--- config.mk ---
export PLATFORM = sky130hd
export DESIGN_NAME = rsef_top
export DESIGN_NICKNAME = d
export VERILOG_FILES = /design/src/rtl/rsef_pkg.sv /design/src/rtl/rsef_top.sv /design/src/rtl/rsef_axis.sv
export VERILOG_INCLUDE_DIRS = /design/src /design/src/rtl
export SDC_FILE = /design/constraint.sdc
export NUM_CORES = 1
export LEC_CHECK = 0
export ABC_AREA = 0
export BUFFER_PORTS_ARGS = -buffer_cell sky130_fd_sc_hd__buf_4
export CORE_AREA = 2 2 117 119
export DETAILED_ROUTE_END_ITERATION = 12
export DIE_AREA = 0 0 119 121
export HOLD_SLACK_MARGIN = 0.08
export PLACE_DENSITY = 0.6
export REMOVE_ABC_BUFFERS = 1
export SLEW_MARGIN = 20
export SYNTH_ARGS = -nofsm -noshare
export SYNTH_HDL_FRONTEND = slang
export SYNTH_SLANG_ARGS = --single-unit
--- constraint.sdc ---
create_clock -name clk_in -period 2 [get_ports clk_in]
set_clock_uncertainty 0.2 [all_clocks]
set_input_delay 0.1 -clock clk_in [delete_from_list [all_inputs] [get_ports clk_in]]
set_output_delay 0.1 -clock clk_in [all_outputs]
set_load 0.02 [all_outputs]
--- src/rtl/rsef_defs.svh ---
`ifndef RSEF_DEFS_SVH
`define RSEF_DEFS_SVH
`define RSEF_ADDR_AXIS1 7'h35
`define RSEF_ADDR_AXIS2 7'h55
`define RSEF_STAT_WIDTH 14
`define RSEF_BIT_STOP_L 0
`define RSEF_BIT_STOP_R 1
`define RSEF_BIT_LATCH_L 2
`define RSEF_BIT_LATCH_R 3
`define RSEF_BIT_EV_STOP_L 4
`define RSEF_BIT_EV_STOP_R 5
`define RSEF_BIT_EV_STOP_SG 6
`define RSEF_BIT_EV_POS 7
`define RSEF_BIT_VEL_MATCH 8
`define RSEF_BIT_POS_MATCH 9
`define RSEF_BIT_VZERO 10
`define RSEF_BIT_ZWAIT 11
`define RSEF_BIT_REVERSE 12
`define RSEF_BIT_STALL 13
`define RSEF_STAT_RESET 14'h0000
`define RSEF_RAMP_MODE_HOLD 2'h3
`endif

--- src/rtl/rsef_pkg.sv ---
package rsef_pkg;
  // live conditions delivered by the ramp generator of one axis
  typedef struct packed {
    logic stall_active;
    logic stall_detect_enable;
    logic stall_stopped;
    logic right_stop_active;
    logic reverse_move;
    logic zero_wait_running;
    logic [1:0] ramp_mode;
    logic [31:0] actual_position;
    logic [31:0] target_position;
    logic [31:0] actual_velocity;
    logic [31:0] maximum_velocity;
  } rsef_axis_t;
  // register read port request
  typedef struct packed {
    logic rd_en;
    logic [6:0] addr;
  } rsef_req_t;
endpackage : rsef_pkg

--- src/rtl/rsef_top.sv ---
`timescale 1ns/1ps
`include "rsef_defs.svh"
// Contract
// [RULE1] one status register per axis, two addresses
// [RULE2] bit 13 shows enabled stall input
// [RULE3] software should enable stall stop
// [RULE4] reverse-move flag set, cleared on read
// [RULE5] zero-velocity bit when velocity equals zero
// [RULE6] position-match bit while actual equals target
// [RULE7] velocity-match bit while actual equals maximum
// [RULE8] position-reached event latched, read clears
// [RULE9] event flags ORed onto interrupt output
// [RULE10] stall-stop event flag on stall stop
// [RULE11] read clears stall-stop condition and interrupt
// [RULE12] right-stop event flag on right stop
// [RULE13] hold mode removes right-stop condition
// [RULE14] bit 11 shows standstill wait running
// [RULE15] read clears after read data captured
module rsef_top (
  input wire logic clk_in,
  input wire logic sys_rst_in,
  input rsef_pkg::rsef_req_t req_in,
  input rsef_pkg::rsef_axis_t axis1_in,
  input rsef_pkg::rsef_axis_t axis2_in,
  output logic [13:0] rdata_out,
  output logic rvalid_out,
  output logic irq_out
);
  logic [13:0] stat1;
  logic [13:0] stat2;
  logic irq1;
  logic irq2;
  logic clr1_d;
  logic clr2_d;

  // one decoder for both register addresses
  function automatic logic addr_hit(input rsef_pkg::rsef_req_t req, input logic [6:0] base);
    return req.rd_en & (req.addr == base);
  endfunction : addr_hit

  // address decode; clear strobes go to the axes in the read cycle,
  // and the returned word is sampled from the pre-clear snapshot
  always_comb begin
    clr1_d = addr_hit(req_in, `RSEF_ADDR_AXIS1); // [RULE1]
    clr2_d = addr_hit(req_in, `RSEF_ADDR_AXIS2); // [RULE1]
  end

  rsef_axis u_axis1 (
    .clk_in(clk_in),
    .sys_rst_in(sys_rst_in),
    .axis_in(axis1_in),
    .rd_clear_in(clr1_d),
    .status_out(stat1),
    .irq_out(irq1)
  );
  rsef_axis u_axis2 (
    .clk_in(clk_in),
    .sys_rst_in(sys_rst_in),
    .axis_in(axis2_in),
    .rd_clear_in(clr2_d),
    .status_out(stat2),
    .irq_out(irq2)
  );

  // read data capture
  always_ff @(posedge clk_in or posedge sys_rst_in) begin
    if (sys_rst_in) begin
      rdata_out <= `RSEF_STAT_RESET;
      rvalid_out <= 1'b0;
    end else begin
      rvalid_out <= req_in.rd_en;
      if (clr1_d) begin
        rdata_out <= stat1; // [RULE15]
      end else if (clr2_d) begin
        rdata_out <= stat2; // [RULE15]
      end else begin
        rdata_out <= `RSEF_STAT_RESET;
      end
    end
  end

  // combined interrupt
  always_ff @(posedge clk_in or posedge sys_rst_in) begin
    if (sys_rst_in) begin
      irq_out <= 1'b0;
    end else begin
      irq_out <= irq1 | irq2; // [RULE9]
    end
  end

  a_read_axis1: assert property (@(posedge clk_in) disable iff (sys_rst_in) // [RULE15]
    clr1_d |=> (rdata_out == $past(stat1)))
    else $error("axis1 read data not pre-clear");
  a_unmapped_zero: assert property (@(posedge clk_in) disable iff (sys_rst_in) // [RULE1]
    (req_in.rd_en && !clr1_d && !clr2_d) |=> (rdata_out == 14'h0000))
    else $error("unmapped read not zero");
  c_read1: cover property (@(posedge clk_in) clr1_d ##1 rvalid_out);

  // read port answers and the combined interrupt
  a_read_axis2: assert property (@(posedge clk_in) disable iff (sys_rst_in) // [RULE15]
    clr2_d |=> (rdata_out == $past(stat2)))
    else $error("axis2 read data not pre-clear");
  a_rvalid_pulse: assert property (@(posedge clk_in) disable iff (sys_rst_in) // [RULE1]
    req_in.rd_en |=> rvalid_out)
    else $error("read not answered");
  a_rvalid_idle: assert property (@(posedge clk_in) disable iff (sys_rst_in) // [RULE1]
    !req_in.rd_en |=> !rvalid_out)
    else $error("answer without read");
  a_idle_rdata: assert property (@(posedge clk_in) disable iff (sys_rst_in) // [RULE1]
    !req_in.rd_en |=> (rdata_out == 14'h0000))
    else $error("read data not zero when idle");
  a_irq_combine: assert property (@(posedge clk_in) disable iff (sys_rst_in) // [RULE9]
    1'b1 |=> (irq_out == $past(irq1 | irq2)))
    else $error("interrupt not the or of both axes");
  c_read2: cover property (@(posedge clk_in) clr2_d ##1 rvalid_out);
  c_irq_raise: cover property (@(posedge clk_in) !irq_out ##1 irq_out);

  // axis1 live bits follow the inputs of the edge before
  a_ax1_stall: assert property (@(posedge clk_in) disable iff (sys_rst_in) // [RULE2]
    1'b1 |=> (stat1[`RSEF_BIT_STALL] ==
      $past(axis1_in.stall_active & axis1_in.stall_detect_enable)))
    else $error("axis1 stall bit wrong");
  a_ax1_zwait: assert property (@(posedge clk_in) disable iff (sys_rst_in) // [RULE14]
    1'b1 |=> (stat1[`RSEF_BIT_ZWAIT] == $past(axis1_in.zero_wait_running)))
    else $error("axis1 standstill wait bit wrong");
  a_ax1_vzero: assert property (@(posedge clk_in) disable iff (sys_rst_in) // [RULE5]
    1'b1 |=> (stat1[`RSEF_BIT_VZERO] ==
      $past(axis1_in.actual_velocity == 32'h00000000)))
    else $error("axis1 zero velocity bit wrong");
  a_ax1_pos_match: assert property (@(posedge clk_in) disable iff (sys_rst_in) // [RULE6]
    1'b1 |=> (stat1[`RSEF_BIT_POS_MATCH] ==
      $past(axis1_in.actual_position == axis1_in.target_position)))
    else $error("axis1 position match bit wrong");
  a_ax1_vel_match: assert property (@(posedge clk_in) disable iff (sys_rst_in) // [RULE7]
    1'b1 |=> (stat1[`RSEF_BIT_VEL_MATCH] ==
      $past(axis1_in.actual_velocity == axis1_in.maximum_velocity)))
    else $error("axis1 velocity match bit wrong");
  a_ax1_stop_live: assert property (@(posedge clk_in) disable iff (sys_rst_in) // [RULE12]
    1'b1 |=> (stat1[`RSEF_BIT_STOP_R] == $past(axis1_in.right_stop_active)))
    else $error("axis1 right stop bit wrong");
  a_ax1_unused: assert property (@(posedge clk_in) disable iff (sys_rst_in) // [RULE1]
    (stat1 & 14'h001D) == 14'h0000)
    else $error("axis1 unused bits set");
  // axis1 event flags: set, read clear, hold clear and interrupt;
  // a flag caused at one edge shows in the snapshot two edges later
  a_ax1_pos_event: assert property (@(posedge clk_in) disable iff (sys_rst_in) // [RULE8]
    $rose(stat1[`RSEF_BIT_POS_MATCH]) |=> stat1[`RSEF_BIT_EV_POS])
    else $error("axis1 position event missing");
  a_ax1_sg_set: assert property (@(posedge clk_in) disable iff (sys_rst_in) // [RULE10]
    axis1_in.stall_stopped |=> ##1 stat1[`RSEF_BIT_EV_STOP_SG])
    else $error("axis1 stall stop event missing");
  a_ax1_sg_clear: assert property (@(posedge clk_in) disable iff (sys_rst_in) // [RULE11]
    (clr1_d && stat1[`RSEF_BIT_EV_STOP_SG] && !axis1_in.stall_stopped)
      |=> ##1 !stat1[`RSEF_BIT_EV_STOP_SG])
    else $error("axis1 stall stop event not cleared");
  a_ax1_rev_set: assert property (@(posedge clk_in) disable iff (sys_rst_in) // [RULE4]
    axis1_in.reverse_move |=> ##1 stat1[`RSEF_BIT_REVERSE])
    else $error("axis1 reverse flag missing");
  a_ax1_rev_clear: assert property (@(posedge clk_in) disable iff (sys_rst_in) // [RULE4]
    (clr1_d && stat1[`RSEF_BIT_REVERSE] && !axis1_in.reverse_move)
      |=> ##1 !stat1[`RSEF_BIT_REVERSE])
    else $error("axis1 reverse flag not cleared");
  a_ax1_rs_set: assert property (@(posedge clk_in) disable iff (sys_rst_in) // [RULE12]
    (axis1_in.right_stop_active && axis1_in.ramp_mode != `RSEF_RAMP_MODE_HOLD)
      |=> ##1 stat1[`RSEF_BIT_EV_STOP_R])
    else $error("axis1 right stop event missing");
  a_ax1_hold: assert property (@(posedge clk_in) disable iff (sys_rst_in) // [RULE13]
    (axis1_in.ramp_mode == `RSEF_RAMP_MODE_HOLD) |=> ##1 !stat1[`RSEF_BIT_EV_STOP_R])
    else $error("axis1 hold mode kept right stop");
  a_ax1_irq_event: assert property (@(posedge clk_in) disable iff (sys_rst_in) // [RULE9]
    irq1 == (stat1[`RSEF_BIT_EV_POS] | stat1[`RSEF_BIT_EV_STOP_SG] | stat1[`RSEF_BIT_EV_STOP_R]))
    else $error("axis1 interrupt not the or of its events");

  // axis2 live bits follow the inputs of the edge before
  a_ax2_stall: assert property (@(posedge clk_in) disable iff (sys_rst_in) // [RULE2]
    1'b1 |=> (stat2[`RSEF_BIT_STALL] ==
      $past(axis2_in.stall_active & axis2_in.stall_detect_enable)))
    else $error("axis2 stall bit wrong");
  a_ax2_zwait: assert property (@(posedge clk_in) disable iff (sys_rst_in) // [RULE14]
    1'b1 |=> (stat2[`RSEF_BIT_ZWAIT] == $past(axis2_in.zero_wait_running)))
    else $error("axis2 standstill wait bit wrong");
  a_ax2_vzero: assert property (@(posedge clk_in) disable iff (sys_rst_in) // [RULE5]
    1'b1 |=> (stat2[`RSEF_BIT_VZERO] ==
      $past(axis2_in.actual_velocity == 32'h00000000)))
    else $error("axis2 zero velocity bit wrong");
  a_ax2_pos_match: assert property (@(posedge clk_in) disable iff (sys_rst_in) // [RULE6]
    1'b1 |=> (stat2[`RSEF_BIT_POS_MATCH] ==
      $past(axis2_in.actual_position == axis2_in.target_position)))
    else $error("axis2 position match bit wrong");
  a_ax2_vel_match: assert property (@(posedge clk_in) disable iff (sys_rst_in) // [RULE7]
    1'b1 |=> (stat2[`RSEF_BIT_VEL_MATCH] ==
      $past(axis2_in.actual_velocity == axis2_in.maximum_velocity)))
    else $error("axis2 velocity match bit wrong");
  a_ax2_stop_live: assert property (@(posedge clk_in) disable iff (sys_rst_in) // [RULE12]
    1'b1 |=> (stat2[`RSEF_BIT_STOP_R] == $past(axis2_in.right_stop_active)))
    else $error("axis2 right stop bit wrong");
  a_ax2_unused: assert property (@(posedge clk_in) disable iff (sys_rst_in) // [RULE1]
    (stat2 & 14'h001D) == 14'h0000)
    else $error("axis2 unused bits set");
  // axis2 event flags: set, read clear, hold clear and interrupt;
  // a flag caused at one edge shows in the snapshot two edges later
  a_ax2_pos_event: assert property (@(posedge clk_in) disable iff (sys_rst_in) // [RULE8]
    $rose(stat2[`RSEF_BIT_POS_MATCH]) |=> stat2[`RSEF_BIT_EV_POS])
    else $error("axis2 position event missing");
  a_ax2_sg_set: assert property (@(posedge clk_in) disable iff (sys_rst_in) // [RULE10]
    axis2_in.stall_stopped |=> ##1 stat2[`RSEF_BIT_EV_STOP_SG])
    else $error("axis2 stall stop event missing");
  a_ax2_sg_clear: assert property (@(posedge clk_in) disable iff (sys_rst_in) // [RULE11]
    (clr2_d && stat2[`RSEF_BIT_EV_STOP_SG] && !axis2_in.stall_stopped)
      |=> ##1 !stat2[`RSEF_BIT_EV_STOP_SG])
    else $error("axis2 stall stop event not cleared");
  a_ax2_rev_set: assert property (@(posedge clk_in) disable iff (sys_rst_in) // [RULE4]
    axis2_in.reverse_move |=> ##1 stat2[`RSEF_BIT_REVERSE])
    else $error("axis2 reverse flag missing");
  a_ax2_rev_clear: assert property (@(posedge clk_in) disable iff (sys_rst_in) // [RULE4]
    (clr2_d && stat2[`RSEF_BIT_REVERSE] && !axis2_in.reverse_move)
      |=> ##1 !stat2[`RSEF_BIT_REVERSE])
    else $error("axis2 reverse flag not cleared");
  a_ax2_rs_set: assert property (@(posedge clk_in) disable iff (sys_rst_in) // [RULE12]
    (axis2_in.right_stop_active && axis2_in.ramp_mode != `RSEF_RAMP_MODE_HOLD)
      |=> ##1 stat2[`RSEF_BIT_EV_STOP_R])
    else $error("axis2 right stop event missing");
  a_ax2_hold: assert property (@(posedge clk_in) disable iff (sys_rst_in) // [RULE13]
    (axis2_in.ramp_mode == `RSEF_RAMP_MODE_HOLD) |=> ##1 !stat2[`RSEF_BIT_EV_STOP_R])
    else $error("axis2 hold mode kept right stop");
  a_ax2_irq_event: assert property (@(posedge clk_in) disable iff (sys_rst_in) // [RULE9]
    irq2 == (stat2[`RSEF_BIT_EV_POS] | stat2[`RSEF_BIT_EV_STOP_SG] | stat2[`RSEF_BIT_EV_STOP_R]))
    else $error("axis2 interrupt not the or of its events");
endmodule : rsef_top

--- src/rtl/rsef_axis.sv ---
`timescale 1ns/1ps
`include "rsef_defs.svh"
module rsef_axis (
  input wire logic clk_in,
  input wire logic sys_rst_in,
  input rsef_pkg::rsef_axis_t axis_in,
  input wire logic rd_clear_in,
  output logic [13:0] status_out,
  output logic irq_out
);
  logic rev_q;
  logic pos_ev_q;
  logic sg_ev_q;
  logic rs_ev_q;
  logic pos_match_q;
  logic [13:0] live_d;
  logic pos_match_d;

  // live comparisons
  always_comb begin
    pos_match_d = (axis_in.actual_position == axis_in.target_position); // [RULE6]
    live_d = `RSEF_STAT_RESET;
    live_d[`RSEF_BIT_STALL] = axis_in.stall_active & axis_in.stall_detect_enable; // [RULE2]
    live_d[`RSEF_BIT_REVERSE] = rev_q;
    live_d[`RSEF_BIT_ZWAIT] = axis_in.zero_wait_running; // [RULE14]
    live_d[`RSEF_BIT_VZERO] = (axis_in.actual_velocity == 32'h00000000); // [RULE5]
    live_d[`RSEF_BIT_POS_MATCH] = pos_match_d;
    live_d[`RSEF_BIT_VEL_MATCH] =
      (axis_in.actual_velocity == axis_in.maximum_velocity); // [RULE7]
    live_d[`RSEF_BIT_EV_POS] = pos_ev_q;
    live_d[`RSEF_BIT_EV_STOP_SG] = sg_ev_q;
    live_d[`RSEF_BIT_EV_STOP_R] = rs_ev_q;
    live_d[`RSEF_BIT_STOP_R] = axis_in.right_stop_active;
  end

  // status snapshot register
  always_ff @(posedge clk_in or posedge sys_rst_in) begin
    if (sys_rst_in) begin
      status_out <= `RSEF_STAT_RESET;
      pos_match_q <= 1'b0;
    end else begin
      status_out <= live_d;
      pos_match_q <= pos_match_d;
    end
  end

  // sticky events, set wins over read clear; a read clears only the bits
  // that the returned snapshot carried, so a flag set just before is kept
  always_ff @(posedge clk_in or posedge sys_rst_in) begin
    if (sys_rst_in) begin
      rev_q <= 1'b0;
      pos_ev_q <= 1'b0;
      sg_ev_q <= 1'b0;
      rs_ev_q <= 1'b0;
    end else begin
      rev_q <= axis_in.reverse_move
        | (rev_q & ~(rd_clear_in & status_out[`RSEF_BIT_REVERSE])); // [RULE4] [RULE15]
      pos_ev_q <= (pos_match_d & ~pos_match_q)
        | (pos_ev_q & ~(rd_clear_in & status_out[`RSEF_BIT_EV_POS])); // [RULE8] [RULE15]
      sg_ev_q <= axis_in.stall_stopped
        | (sg_ev_q & ~(rd_clear_in & status_out[`RSEF_BIT_EV_STOP_SG])); // [RULE10] [RULE11]
      rs_ev_q <= (axis_in.right_stop_active & (axis_in.ramp_mode != `RSEF_RAMP_MODE_HOLD))
        | (rs_ev_q & (axis_in.ramp_mode != `RSEF_RAMP_MODE_HOLD)); // [RULE12] [RULE13]
    end
  end

  // interrupt as or of the three event flags; the reverse flag is no source
  always_ff @(posedge clk_in or posedge sys_rst_in) begin
    if (sys_rst_in) begin
      irq_out <= 1'b0;
    end else begin
      irq_out <= pos_ev_q | sg_ev_q | rs_ev_q; // [RULE9]
    end
  end

  a_pos_event_set: assert property (@(posedge clk_in) disable iff (sys_rst_in) // [RULE8]
    (pos_match_d && !pos_match_q) |=> pos_ev_q)
    else $error("position event not latched");
  a_hold_clears_rs: assert property (@(posedge clk_in) disable iff (sys_rst_in) // [RULE13]
    (axis_in.ramp_mode == `RSEF_RAMP_MODE_HOLD) |=> !rs_ev_q)
    else $error("hold mode did not clear right stop");
  a_stall_set: assert property (@(posedge clk_in) disable iff (sys_rst_in) // [RULE10]
    axis_in.stall_stopped |=> sg_ev_q)
    else $error("stall stop not latched");
  a_rev_set: assert property (@(posedge clk_in) disable iff (sys_rst_in) // [RULE4]
    axis_in.reverse_move |=> rev_q)
    else $error("reverse flag not latched");
  a_irq_follows: assert property (@(posedge clk_in) disable iff (sys_rst_in) // [RULE9]
    (pos_ev_q || sg_ev_q || rs_ev_q) |=> irq_out)
    else $error("interrupt missing");
  a_vzero_bit: assert property (@(posedge clk_in) disable iff (sys_rst_in) // [RULE5]
    (axis_in.actual_velocity == 32'h00000000) |=> status_out[`RSEF_BIT_VZERO])
    else $error("zero velocity bit wrong");
  c_pos_event: cover property (@(posedge clk_in) pos_ev_q ##1 rd_clear_in ##1 !pos_ev_q);
  c_stall_event: cover property (@(posedge clk_in) sg_ev_q ##1 !sg_ev_q);
endmodule : rsef_axis

==> results of run 1 <==
==> synth_stat cells <==
cell type	instances	area, sq um
xor2_1	128	1120
nor4_1	46	288
dfrtp_1	42	1050
nand4_1	11	68.8
a22o_1	8	70.1
nand2_1	7	26.3
nor2_1	7	26.3
a21o_1	4	30.0
buf_4	4	30.0
a21bo_2	2	20.0
a21oi_1	2	10.0
and2_1	2	12.5
buf_6	2	22.5
inv_1	2	7.51
nor4_2	2	25.0
or3_1	2	12.5
conb_1	1	3.75
nand2_2	1	6.26
nand2b_4	1	13.8
nand4b_4	1	23.8
nor3_1	1	5.00
nor4_4	1	21.3
nor4b_4	1	23.8
o31ai_1	1	7.51
o41ai_2	1	16.3
or2_2	1	6.26
==> cell type report <==
cell class / count / area, sq um / area share [%]
antenna: 1 / 2.50 / 0.0400
timing repair buffer: 363 / 2890 / 46.2
clock buffer: 6 / 139 / 2.22
multi-input combinational: 234 / 1890 / 30.1
tap: 176 / 220 / 3.52
clock inverter: 2 / 60.1 / 0.960
sequential: 42 / 1050 / 16.8
inverter: 2 / 7.51 / 0.120
==> placed cells by master, fill, tap and decap left out, types with 5 or more instances in the layout <==
cell,count
dlygate4sd3_1,66
nor4_2,7
buf_4,297
xor2_1,128
nand2_1,7
nor2_1,5
dfrtp_1,42
a22o_1,8
nand4_1,11
clkbuf_16,5
nor4_1,41
==> path summary, 6_finish.rpt <==
kind / startpoint / end / slack, ns / cells after the start
max: axis2_in[61] / u_axis2.status_out[8]$_DFF_PP0_ / 0.07 / 7
min: axis2_in[18] / u_axis2.status_out[8]$_DFF_PP0_ / 0.08 / 5
max reg2reg: u_axis2.rs_ev_q$_DFF_PP0_ / u_axis2.rs_ev_q$_DFF_PP0_ / 0.57 / 3
min reg2reg: u_axis2.rev_q$_DFF_PP0_ / u_axis2.status_out[12]$_DFF_PP0_ / 0.18 / 0
max in group asynchronous: sys_rst_in / rdata_out[5]$_DFF_PP0_ / 0.82 / 4
min in group asynchronous: sys_rst_in / u_axis1.rs_ev_q$_DFF_PP0_ / 0.24 / 3
==> cells by family after synthesis <==
| group | Yosys count | share of synthesized area (%) |
|---|---|---|
| compound gates | 18 | 5.22 |
| xor+xnor | 128 | 38.0 |
| buf+inv | 8 | 2.04 |
| flops | 42 | 35.6 |
| other cells | 1 | 0.127 |
| simple gates | 84 | 19.0 |
==> metrics by stage <==
step | std cells | power, mW | setup WS (ns) | util (%) | area, sq um
global route | 826 | 2.94 | 0.0198 | 47.8 | 6260
CTS | 825 | 2.82 | 0.0623 | 47.5 | 6220
global placement | 751 | 1.65 | 0.515 | 40.9 | 5360
floorplan | 278 | 1.11 | 0.644 | - | 2910
finish | 826 | 2.79 | 0.0666 | 47.8 | 6260
detailed placement | 751 | 1.66 | 0.485 | 40.9 | 5360
==> layer usage <==
layer  global-route usage (%)  up-vias  share of wire, %
met1                     16.7     1559                35
met5                        0        -              0.11
li1                         -     1726                 -
met2                     30.9      189                53
met3                     5.55       16               9.7
met4                     4.54        2               1.7
==> power by group through the flow <==
stage / registers, mW / logic (mW) / clock network, mW
floorplan: 0.887 / 0.223 / 0
CTS: 0.873 / 0.874 / 1.07
detailed placement: 0.888 / 0.772 / 0
global route: 0.873 / 0.946 / 1.12
global placement: 0.888 / 0.763 / 0
finish: 0.872 / 0.872 / 1.05
==> what timing repair did <==
item                       in CTS  in global routing
setup endpoints to repair       0                  2
hold buffers                   66                  0
hold endpoints to repair       50                  0
setup buffers                   0                  0
resized for setup               0                  7
==> tightest hold or removal path, delay by kind of cell <==
kind          cells  cell delay [ns]
buf+inv           1             0.09
xor+xnor          1             0.13
simple gates      3             0.20
==> impl_metrics.ini, run 1 <==
[placement]
hpwl_um = 10300
gp_congestion = 0.880
port_buffers = 293

[sta]
fmax_mhz = 517
hold_violations = 0
tns_ns = 0
rsz0062_at_grt = no
holdWs_ns = 0.0753
tightest_slew_ns = 0.583
slew_viol_final = 0
min_period_ns = 1.93
setup_viol = 0
fin_crit_sh_pct = 96.7
slew_headroom_pct = 61.1

[critical_path]
critPathSlowestCell = dlygate4sd3_1
worstPathCellList = dlygate4sd3_1, buf_4, xor2_1, nor4_1, dlygate4sd3_1, nand4_1, nor2_1
critPathBufInv = 3
start_kind = primary input
critical_path_class = in -> reg
cp_common_cell = dlygate4sd3_1
cp_data_arrival_time_ns = 1.94
critPathTopFamily = buffers and inverters
crit_fanout = 2
cp-end-kind = flip-flop
worstPathRequired_ns = 2.00
max_stage_delay_ns = 0.58

[floorplan]
die_area_sq_um = 14400
rows = 42
die_h_um = 121
die_w_um = 119
coreArea_sq_um = 13100
num_io_pins = 298
initial_core_util_pct = 22.5

[pwr]
seq_power_share_pct = 31.3
comb_power_share_pct = 31.2
p_leak_nw = 3.06
p_int_mw = 2.18
switching_share_pct = 22.0
ir_drop_v = 0.000303
clock_power_share_pct = 37.5
powerDensity_nw_per_um2 = 446
p_switching_mw = 0.614

[hold_path]
hold_path.class = in -> reg

[cts]
cts_tree = built
clock_latency_ns = 0.28
clockBufferDepth = 2
cts_sinks = 42
htree_num_levels = 2
clkSlewWorstSetupHoldPaths_ns = 0.06
numCtsBuffers = 5
clockRootBuffer = clkbuf_16

[run_status]
outcome = finished, final reports clean

[synthesis]
ys_seq_elements = 42
netlist_instances = 281
synth-seq-area-share_pct = 35.6
avgSynthCellArea_sq_um = 10.5
synth.distinct_cells = 26
netlist_area_sq_um = 2950
synthesis.yosys.warnings = 0

[routing]
vias_per_cell = 4.23
initialDrtViolationCount = 33
wl_um = 12000
drc = 0
wl_per_cell_um = 14.5
dr_total_vias = 3492
drt_first_pass_iters = 4
ant_nets = 0

[final_layout]
areaGrowthSynthToFinish_pct = 112
layout-drive-gt1-share_pct = 49.9
fillers = 1242
largestRegisters = rdata_out: 10 flops, u_axis1.status_out: 10 flops, u_axis2.status_out: 10 flops
fin_nets = 930

[grt]
grt_pass1_wl_um = 18300
grt_pass1_vias = 3894
grt_usage_pct = 16.2
grt_start_max_net_pins = 29
overflow = 0
antenna_found_initial = 2

[flow_run]
maxCapViolCount = 0
(Power assumes the default switching activity.)
==> inputs of run 2 (changes only) <==
--- a/config.mk
+++ b/config.mk
@@ -8,11 +8,13 @@
 export LEC_CHECK = 0
 export ABC_AREA = 0
 export BUFFER_PORTS_ARGS = -buffer_cell sky130_fd_sc_hd__buf_4
-export CORE_AREA = 2 2 117 119
+export CELL_PAD_IN_SITES_DETAIL_PLACEMENT = 0
+export CELL_PAD_IN_SITES_GLOBAL_PLACEMENT = 1
+export CORE_AREA = 2 2 116 118
 export DETAILED_ROUTE_END_ITERATION = 12
-export DIE_AREA = 0 0 119 121
+export DIE_AREA = 0 0 118 120
 export HOLD_SLACK_MARGIN = 0.08
-export PLACE_DENSITY = 0.6
+export PLACE_DENSITY = 0.83
 export REMOVE_ABC_BUFFERS = 1
 export SLEW_MARGIN = 20
 export SYNTH_ARGS = -nofsm -noshare
==> impl_metrics.ini, run 2 (same netlist as run 1, synthesis figures left out) <==
[placement]
dpl_cell_area_sq_um = 5340
hpwl_um = 10100
gp_congestion = 0.895
port_buffers = 293
pre_cts_ws_ns = 0.486

[floorplan]
rows = 42
num_io_pins = 298
initial_core_util_pct = 22.7
die_h_um = 120
die_w_um = 118
coreArea_sq_um = 13000
die_area_sq_um = 14200

[pwr]
power_mw = 2.56
seq_power_share_pct = 34.0
powerDensity_nw_per_um2 = 406
p_switching_mw = 0.626
switching_share_pct = 24.4
clock_power_share_pct = 30.8
p_leak_nw = 3.09
comb_power_share_pct = 35.1
ir_drop_v = 0.000268
p_int_mw = 1.94

[critical_path]
worstPathCellList = dlygate4sd3_1, buf_4, xor2_1, dlygate4sd3_1, nor4_2, nand4_1, nor2_1
cp_common_cell = dlygate4sd3_1
start_kind = primary input
critPathSlowestCell = dlygate4sd3_1
worstPathRequired_ns = 2.01
max_stage_delay_ns = 0.56
critical_path_class = in -> reg
crit_fanout = 1
cp-end-kind = flip-flop
cp_data_arrival_time_ns = 1.93

[hold_path]
hold_path.class = in -> reg

[cts]
clock_latency_ns = 0.28
numCtsBuffers = 5
clkSlewWorstSetupHoldPaths_ns = 0.06
cts_sinks = 42
clockBufferDepth = 2
htree_num_levels = 2
cts_tree = built
clockRootBuffer = clkbuf_16

[sta]
rsz0062_at_grt = yes
fmax_mhz = 522
tightest_slew_ns = 0.827
hold_violations = 0
fin_crit_sh_pct = 95.8
setup_viol = 0
tns_ns = 0
slew_headroom_pct = 44.8
worst_slack_ns = 0.0837
slew_viol_final = 0
min_period_ns = 1.92

[final_layout]
areaGrowthSynthToFinish_pct = 114
layout-drive-gt1-share_pct = 48.8
fin_nets = 941
post-route-util_pct = 48.7
final_cell_mix = buf_4, xor2_1, dlygate4sd3_1
diodes = 0
fin_area_sq_um = 6320
layout_commonest_cell = buf_4
largestRegisters = rdata_out: 10 flops, u_axis1.status_out: 10 flops, u_axis2.status_out: 10 flops

[grt]
grt_start_max_net_pins = 43
grt_pass1_wl_um = 18700
grt_usage_pct = 16.7
overflow = 0
antenna_found_initial = 0
grt_pass1_vias = 4163

[routing]
vias_per_cell = 4.32
wl_per_cell_um = 14.5
initialDrtViolationCount = 64
drt_first_pass_iters = 4
drc = 0
ant_nets = 0
wl_um = 12100
dr_total_vias = 3609

[run_status]
outcome = finished, final reports clean

[flow_run]
maxCapViolCount = 0
[run 2: layout make-up]
cell class                      count  area (sq um)
Fill cell                        1166          6660
Timing Repair Buffer              374          3000
Multi-Input combinational cell    234          1890
Sequential cell                    42          1050
Tap cell                          176           220
Clock buffer                        6           139
Clock inverter                      2          12.5
Inverter                            2          7.51
[run 2: what timing repair did]
item                                    4_1_cts  5_1_grt
gates resized for setup                       0        6
endpoints found under the hold margin        65        0
hold buffers                                 79        0
setup buffers                                 0        1
endpoints found under the setup margin        0        3
[run 2: metrics by stage]
| stage | cells | hold slack, ns |
|---|---|---|
| final | 836 | 0.0808 |
| after CTS | 836 | 0.0806 |
| after global routing | 836 | 0.0963 |
| after floorplan | 278 | -0.0686 |
| after global placement | 749 | 0.0118 |
| after detailed placement | 749 | 0.0109 |
[run 2: worst paths after layout]
kind,start,end,slack [ns],depth (start not counted)
min in group asynchronous,sys_rst_in,rdata_out[12]$_DFF_PP0_,0.35,3
max in group asynchronous,sys_rst_in,rdata_out[1]$_DFF_PP0_,0.72,3
worst min register to register,u_axis1.rev_q$_DFF_PP0_,u_axis1.status_out[12]$_DFF_PP0_,0.18,0
worst max-delay path,axis2_in[25],u_axis2.status_out[8]$_DFF_PP0_,0.08,7
worst max register to register,u_axis2.rs_ev_q$_DFF_PP0_,u_axis2.rs_ev_q$_DFF_PP0_,0.58,3
worst min-delay path,axis2_in[76],u_axis2.status_out[9]$_DFF_PP0_,0.08,5
[run 2: layer usage]
layer	routed length [um]	GRT usage (%)	share of wire, %
met1	3900	14.4	32
met2	6930	35.5	57
met3	984	5.47	8.1
met4	291	4.74	2.4
met5	0	0	0
[run 2: power by group through the flow]
stage,combinational (mW),sequential [mW],clock (mW)
6_report,0.901,0.873,0.791
5_1_grt,0.970,0.873,0.866
4_1_cts,0.890,0.873,0.823
3_5_place_dp,0.764,0.888,0
3_3_place_gp,0.750,0.888,0
2_1_floorplan,0.223,0.887,0
[run 2: critical path: cells and delay by family]
kind | cells | cell delay [ns]
simple gates | 3 | 0.47
buf+inv | 3 | 1.22
xor+xnor | 1 | 0.12
